### src/pph_pkg.sv
package pph_pkg;
   // status word bit positions
   localparam int unsigned SW_TORQUE_LIMIT = 15;
   localparam int unsigned SW_FOLLOW_ERR   = 13;
   localparam int unsigned SW_SETPT_ACK    = 12;
   localparam int unsigned SW_INT_LIMIT    = 11;
   localparam int unsigned SW_TARGET_REACH = 10;
   localparam int unsigned SW_WARNING      = 7;
   // control word bit positions
   localparam int unsigned CW_NEW_SETPT    = 4;
   localparam int unsigned CW_CHANGE_NOW   = 5;
   localparam int unsigned CW_ABS_REL      = 6;
   localparam int unsigned CW_HALT         = 8;
   localparam int unsigned CW_WRAP         = 14;
   localparam logic [7:0]  ALM_DEVIATION   = 8'h10;
   localparam logic [7:0]  ALM_OVERLOAD    = 8'h30;
   localparam logic [15:0] STATUS_RESET    = 16'h0000;
   localparam int unsigned POS_W           = 32;

   typedef enum logic [1:0] {PPH_MOVE_ABS, PPH_MOVE_REL, PPH_MOVE_WRAP} pph_move_t;

   typedef struct packed {
      logic [POS_W-1:0] target;
      pph_move_t        move;
   } pph_cmd_t;

   typedef enum {PPH_IDLE, PPH_MOVING, PPH_HALTING} pph_state_t;

   typedef struct packed {
      pph_state_t   fsm;
      logic         sp_prev;
      logic         ack;
      logic         follow_err;
      logic         pend_valid;
      pph_cmd_t     pend;
      pph_cmd_t     cmd;
      logic         start;
      logic [15:0]  status;
   } pph_state_all_t;
endpackage : pph_pkg

### src/pph_profile_position.sv
// Functional notes
// - bit 15 follows torque-limit reached
// - bit 13 set on deviation over window
// - bit 13 cleared by alarm 10h/30h reset
// - accepted start sets acknowledge bit 12
// - control bit 4 low clears bit 12
// - bit 11 while any internal limit active
// - bit 10 low while moving or decelerating
// - bit 7 follows information, self clearing
// - master loads target; bit 4 starts move
// - change-now bit replaces running move
// - otherwise new command queued until done
// - wrap bit selects the wrap move kind, ignores bit 6
// - halt bit 8 stops motion
// - refuse start on halt/stop/disabled/unexcited; a queued move still starts on move_done under stop/disabled/unexcited
`timescale 1ns/1ps
`default_nettype none
module pph_profile_position
   import pph_pkg::*;
(
   input  wire logic              clk,
   input  wire logic              reset_n,
   input  wire logic              comm_cycle,
   // master process data, sampled on comm_cycle
   input  wire logic [15:0]       control_word,
   input  wire logic [POS_W-1:0]  target_position,
   // drive conditions, all levels on clk
   input  wire logic              torque_limit_reached,
   input  wire logic              deviation_over_window,
   input  wire logic              alarm_reset,
   input  wire logic [7:0]        alarm_code,
   // internal limit sources, then the information flag for bit 7
   input  wire logic              forward_limit_sensor,
   input  wire logic              reverse_limit_sensor,
   input  wire logic              forward_motion_block_input,
   input  wire logic              reverse_motion_block_input,
   input  wire logic              software_limit,
   input  wire logic              mechanism_limit,
   input  wire logic              info_present,
   // start gating and motion feedback
   input  wire logic              stop_input,
   input  wire logic              operation_enabled,
   input  wire logic              motor_excited,
   input  wire logic              move_done,
   input  wire logic              motor_stopped,
   output logic [15:0]            drive_status_word,
   output logic                   move_start,
   output logic                   move_halt,
   output pph_cmd_t               move_cmd
);
   logic [1:0]     rst_sync_q;
   logic           rst_n;

   // present and next block state
   pph_state_all_t s_q;
   pph_state_all_t s_d;

   // reset arrives asynchronously but leaves in step with clk, so no flop
   // of the state struct sees a release close to its edge
   always_ff @(posedge clk or negedge reset_n) begin
      if (!reset_n) begin
         rst_sync_q <= 2'b00;
      end else begin
         rst_sync_q <= {rst_sync_q[0], 1'b1};
      end
   end
   assign rst_n = rst_sync_q[1];

   // decodes the move kind at the moment of capture; wrap outranks the
   // abs/rel bit, so a wrap command never turns relative
   function automatic pph_cmd_t capture(input logic [15:0] cw, input logic [POS_W-1:0] tp);
      pph_cmd_t c;
      // target taken as is; its relative or wrap meaning is resolved downstream
      c.target = tp;
      if (cw[CW_WRAP]) begin
         c.move = PPH_MOVE_WRAP;
      end else if (cw[CW_ABS_REL]) begin
         c.move = PPH_MOVE_REL;
      end else begin
         c.move = PPH_MOVE_ABS;
      end
      return c;
   endfunction : capture

   // helpers, all given a value at the top of the process
   logic halt;
   logic rise;
   logic can_start;
   logic int_limit;
   logic fe_clear;
   logic reached;

   always_comb begin
      s_d       = s_q;
      // start is a pulse: it falls back unless a branch below raises it
      s_d.start = 1'b0;

      halt      = control_word[CW_HALT];
      // edge judged between communication cycles, not between clocks
      rise      = control_word[CW_NEW_SETPT] & ~s_q.sp_prev;
      // start gating: master supplies target before bit 4
      can_start = ~halt
                & ~stop_input
                & operation_enabled
                & motor_excited;

      // any single source is enough; the flag drops only when all are quiet
      int_limit = forward_limit_sensor
                | reverse_limit_sensor
                | forward_motion_block_input
                | reverse_motion_block_input
                | software_limit
                | mechanism_limit;
      fe_clear  = alarm_reset
                & ((alarm_code == ALM_DEVIATION)
                |  (alarm_code == ALM_OVERLOAD));
      reached   = 1'b0;

      // only the start pulse changes (falls) between communication cycles: the master reads process
      // data once per cycle, so anything in between would go unseen
      if (comm_cycle) begin
         // remembered every cycle, accepted or not, so the edge is consumed
         s_d.sp_prev = control_word[CW_NEW_SETPT];
         if (!control_word[CW_NEW_SETPT]) begin
            s_d.ack = 1'b0;
         end

         // deviation set wins over a same-cycle alarm reset
         if (deviation_over_window) begin
            s_d.follow_err = 1'b1;
         end else if (fe_clear) begin
            s_d.follow_err = 1'b0;
         end

         // a halt drops any queued command; after rest the master raises bit 4 anew
         // all three states are legal codes, so the case has no default
         unique case (s_q.fsm)
            PPH_IDLE: begin
               // a refused rise still updates sp_prev, so bit 4 must fall and rise again
               if (rise && can_start) begin
                  s_d.cmd   = capture(control_word, target_position);
                  s_d.start = 1'b1;
                  s_d.ack   = 1'b1;
                  s_d.fsm   = PPH_MOVING;
               end
            end

            PPH_MOVING: begin
               // halt outranks a rise in the same cycle
               if (halt) begin
                  s_d.fsm        = PPH_HALTING;
                  s_d.pend_valid = 1'b0;
               end else if (rise && can_start && control_word[CW_CHANGE_NOW]) begin
                  s_d.cmd   = capture(control_word, target_position);
                  s_d.start = 1'b1;
                  s_d.ack   = 1'b1;
               end else if (rise && can_start) begin
                  // one slot only: a newer queued command replaces an older one
                  s_d.pend       = capture(control_word, target_position);
                  s_d.pend_valid = 1'b1;
                  s_d.ack        = 1'b1;
               end else if (move_done && s_q.pend_valid) begin
                  // the queued command follows on without a stop in between
                  s_d.cmd        = s_q.pend;
                  s_d.pend_valid = 1'b0;
                  s_d.start      = 1'b1;
               end else if (move_done) begin
                  s_d.fsm = PPH_IDLE;
               end
            end

            PPH_HALTING: begin
               // rises are ignored here; the stop ends only when the motor rests
               if (motor_stopped) begin
                  s_d.fsm = PPH_IDLE;
               end
            end
         endcase

         // bit 10 low while moving or decelerating, high once done or stopped
         reached = (s_d.fsm == PPH_IDLE);

         // whole status word sampled only at cycle boundary; bits owned by
         // other blocks (14, 9, 8, 6 to 0) read as zero here
         s_d.status = STATUS_RESET;
         s_d.status[SW_TORQUE_LIMIT] = torque_limit_reached;
         // the held flag, not the raw input: it outlives the deviation itself
         s_d.status[SW_FOLLOW_ERR]   = s_d.follow_err;
         // ack mirrors the handshake state, never the one-cycle start pulse
         s_d.status[SW_SETPT_ACK]    = s_d.ack;
         s_d.status[SW_INT_LIMIT]    = int_limit;
         s_d.status[SW_TARGET_REACH] = reached;
         s_d.status[SW_WARNING]      = info_present;
      end
   end

   // the whole block state moves in this one register
   always_ff @(posedge clk or negedge rst_n) begin
      if (!rst_n) begin
         s_q <= '{fsm:        PPH_IDLE,
                  sp_prev:    1'b0,
                  ack:        1'b0,
                  follow_err: 1'b0,
                  pend_valid: 1'b0,
                  pend:       '0,
                  cmd:        '0,
                  start:      1'b0,
                  status:     STATUS_RESET};
      end else begin
         s_q <= s_d;
      end
   end

   // status, start and command come straight from the state register; move_halt is decoded from fsm
   assign drive_status_word = s_q.status;
   assign move_start        = s_q.start;
   assign move_halt         = (s_q.fsm == PPH_HALTING);
   assign move_cmd          = s_q.cmd;
endmodule : pph_profile_position
`default_nettype wire

### config.mk
export PLATFORM = sky130hd
export DESIGN_NAME = pph_profile_position
export DESIGN_NICKNAME = d
export VERILOG_FILES = /design/src/pph_pkg.sv /design/src/pph_profile_position.sv
export SDC_FILE = /design/constraint.sdc
export NUM_CORES = 1
export LEC_CHECK = 0
export BUFFER_PORTS_ARGS = -buffer_cell sky130_fd_sc_hd__buf_2
export CAP_MARGIN = 20
export CORE_MARGIN = 2
export CORE_UTILIZATION = 53
export DETAILED_ROUTE_END_ITERATION = 10
export PLACE_DENSITY = 0.86
export SYNTH_ARGS = -nofsm -noshare
export SYNTH_HDL_FRONTEND = slang
export SYNTH_SLANG_ARGS = --single-unit
### constraint.sdc
create_clock -name clk -period 4.6 [get_ports clk]
set_input_delay 0.46 -clock clk [delete_from_list [all_inputs] [get_ports clk]]
set_output_delay 0.46 -clock clk [all_outputs]
set_load 0.02 [all_outputs]
==> impl_metrics.csv <==
group,metric,value,unit
worst_setup_path,worst_setup_path_end_kind,"register",
final_layout,fin_util,59.7,%
synthesis,yosys-top-cells-area,"dfrtp_1 54%, buf_4 7.3%, mux2_4 7.3%",
final_layout,antenna_cells,0,
worst_setup_path,r2r_cells,6,
detailed_routing,routed_wirelength,9970,um
cts,post_cts_buffers,0,
sta,period_needed,2.62,ns
synthesis,ys_seq_elements,111,
final_layout,final_area,5560,um2
detailed_routing,vias,3353,
grt,grt_first_pass_wirelength,16500,um
worst_setup_path,rrSetupSlack,1.98,ns
worst_setup_path,required,4.86,ns
power_and_ir_drop,p_total,1.78,mW
grt,gr-total-overflow,0,
synthesis,synth_area,5120,um2
cts,cts_resized,0,
flow_run,max_cap_violations,0,
synthesis,syn_inst,432,
power_and_ir_drop,leakage,2.80,nW
cts,root_buffer,"clkbuf_8",
worst_setup_path,crit_type,"reg -> reg",
worst_setup_path,start_kind,"register",
placement,place_congestion,0.782,
detailed_routing,first_iter_violations,176,
worst_setup_path,critPathMaxStageDelay,0.82,ns
worst_setup_path,endpoint,"move_cmd[7]",
synthesis,synth.most_common_cell,"dfrtp_1",
final_layout,nets,558,
grt,grtUsageTotal,20.0,%
cts,cts_sinks,111,
cts,cts_buffer_depth,2,
grt,grt_pass1_vias,3448,
worst_setup_path,worst-path-max-fanout,38,
worst_setup_path,r2r_end,"move_cmd[7]",
floorplan,die_y,102,um
floorplan,chipWidth,102,um
synthesis,synth_flop_cell,"dfrtp_1",
sta,fin_crit_sh,57.0,%
final_layout,synthToLayoutAreaGrowth,8.62,%
sta,whs,0.271,ns
placement,dp_hpwl,6480,um
power_and_ir_drop,ir_drop,0.000201,V
synthesis,netlist.area_leader.share,54.2,%
floorplan,start_util,54.9,%
final_layout,fillers,781,
synthesis,yosys_warnings,0,
grt,antenna_found_initial,0,
sta,finalSetupTns,0,ns
sta,relSlewSlack,32.8,%
floorplan,row_count,35,
worst_setup_path,rr_startpoint,"s_q[88]",
cts,cts_tree,"done",
cts,cts_hold_buf,1,
floorplan,die-area,10500,um2
sta,drv_slew,0,
worst_setup_path,startpoint,"s_q[88]",
sta,finalClockSkew,0.0104,ns
final_layout,drive_gt1_share,34.2,%
sta,hold_violations,0,
sta,rsz0062_at_grt,"false",
cts,cts_buffers,9,
hold_path,min_path_type,"reg -> async",
worst_setup_path,path_cells,"nor4b_4, a21oi_1, o2111ai_4, buf_4, nand2_1, o31ai_1",
synthesis,synth-seq-area-share,54.2,%
synthesis,synth-edff-count,0,
detailed_routing,via_per_inst,5.43,
synthesis,postSynthAreaPerCell,11.9,um2
sta,tightest_slew,1.01,ns
synthesis,async_reset_ff_share,100,%
sta,clock.fmax,382,MHz
final_layout,multi_input_comb_area,1830,um2
detailed_routing,drc,0,
cts,insertion_delay,0.37,ns
detailed_routing,wl_per_cell,16.1,um
placement,numPortBuffers,103,
worst_setup_path,arrival,2.88,ns
detailed_routing,drtPass1Iterations,4,
synthesis,synth_top_area_cell,"dfrtp_1",
worst_setup_path,slowest_stage,"o2111ai_4",
floorplan,io_pins,126,
cts,cts_max_level,3,
synthesis,ys_types,42,
power_and_ir_drop,p_per_area,320,nW/um2
grt,grt_max_degree,84,
final_layout,seq_area,2780,um2
sta,setup_viol,0,
synthesis,synthTopCellsByCount,"111 x dfrtp_1, 50 x buf_4, 44 x nand2_1, 34 x o31ai_1, 32 x a22oi_1",
floorplan,coreArea,9330,um2
status,run_status,"finished clean",
detailed_routing,antenna_left,0,
placement,place_area,5350,um2
cts,cts.clk_slew.worst_paths,0.10,ns
==> cells in the final DEF (no fill, tap or decap), drive strengths merged, types with 2 or more instances in the layout <==
cell type  instances
dfrtp            111
and2              32
and4               3
clkbuf            10
a21oi              2
a31oi              2
nor4               8
inv               10
o31ai             34
buf              109
mux2              36
nand4              2
a22oi             32
nor2               9
conb              11
nand2             44
nand3              3
o21ai              8
a32oi              2
==> cell families (layout without fill, tap and decap cells) <==
logic type             count (synthesis)  count (layout)  share of synthesized area (%)
flip-flops                           111             111                           54.2
AND/OR/NAND/NOR                      108             108                           11.7
AO/OA/AOI/OAI                         90              90                           13.0
buffers and inverters                 84             132                           11.0
multiplexers                          37              37                           9.94
other                                  2              11                          0.147
==> how the worst min path moves through the flow <==
stage | slack, ns | endpoint | startpoint | cells after the start
finish | 0.27 | s_q[102] | rst_sync_q[1] | 0
global route | 0.31 | s_q[105] | rst_sync_q[1] | 0
CTS | 0.30 | drive_status_word[15] | torque_limit_reached | 2
detailed placement | 0.25 | rst_sync_q[0] | reset_n | 1
global placement | 0.24 | rst_sync_q[0] | reset_n | 1
floorplan | 0.16 | rst_sync_q[0] | reset_n | 0
==> per-layer routing <==
| metal | part of all wire (%) | vias up | global-route usage [%] |
|---|---|---|---|
| li1 | - | 1562 | - |
| met1 | 44 | 1670 | 26.5 |
| met2 | 50 | 109 | 33.6 |
| met3 | 5.0 | 12 | 3.49 |
| met4 | 1.2 | 0 | 7.08 |
| met5 | 0 | - | 0 |
==> layout make-up <==
class                           count  area share (%)
Sequential cell                   111            50.0
Tap cell                          129            2.90
Multi-Input combinational cell    246            32.9
Timing Repair Buffer              110            10.6
Inverter                            6           0.405
Clock inverter                      6           0.922
Clock buffer                       10            2.29
==> state kept, by name, indices dropped and copies added, names as in the netlist <==
name,count
s_q,68
move_cmd,34
drive_status_word,6
rst_sync_q,2
move_start,1
==> power breakdown <==
part | switching (mW) | total [mW] | internal (mW)
logic | 0.115 | 0.197 | 0.0817
registers | 0.0380 | 1.04 | 1.00
clock network | 0.335 | 0.541 | 0.206
total | 0.488 | 1.78 | 1.29
==> critical path, delay by kind of cell, from the launching register on <==
family	cells	cell delay [ns]
flip-flops	1	0.42
AO/OA/AOI/OAI	3	1.09
buffers and inverters	1	0.46
AND/OR/NAND/NOR	2	0.54
==> stage by stage <==
step                std cells  worst slack [ns]
floorplan                 441              1.28
global placement          600              1.86
detailed placement        600              1.77
CTS                       617              1.97
global route              618              1.78
finish                    618              1.98
Power figures use the tool's default switching activity.
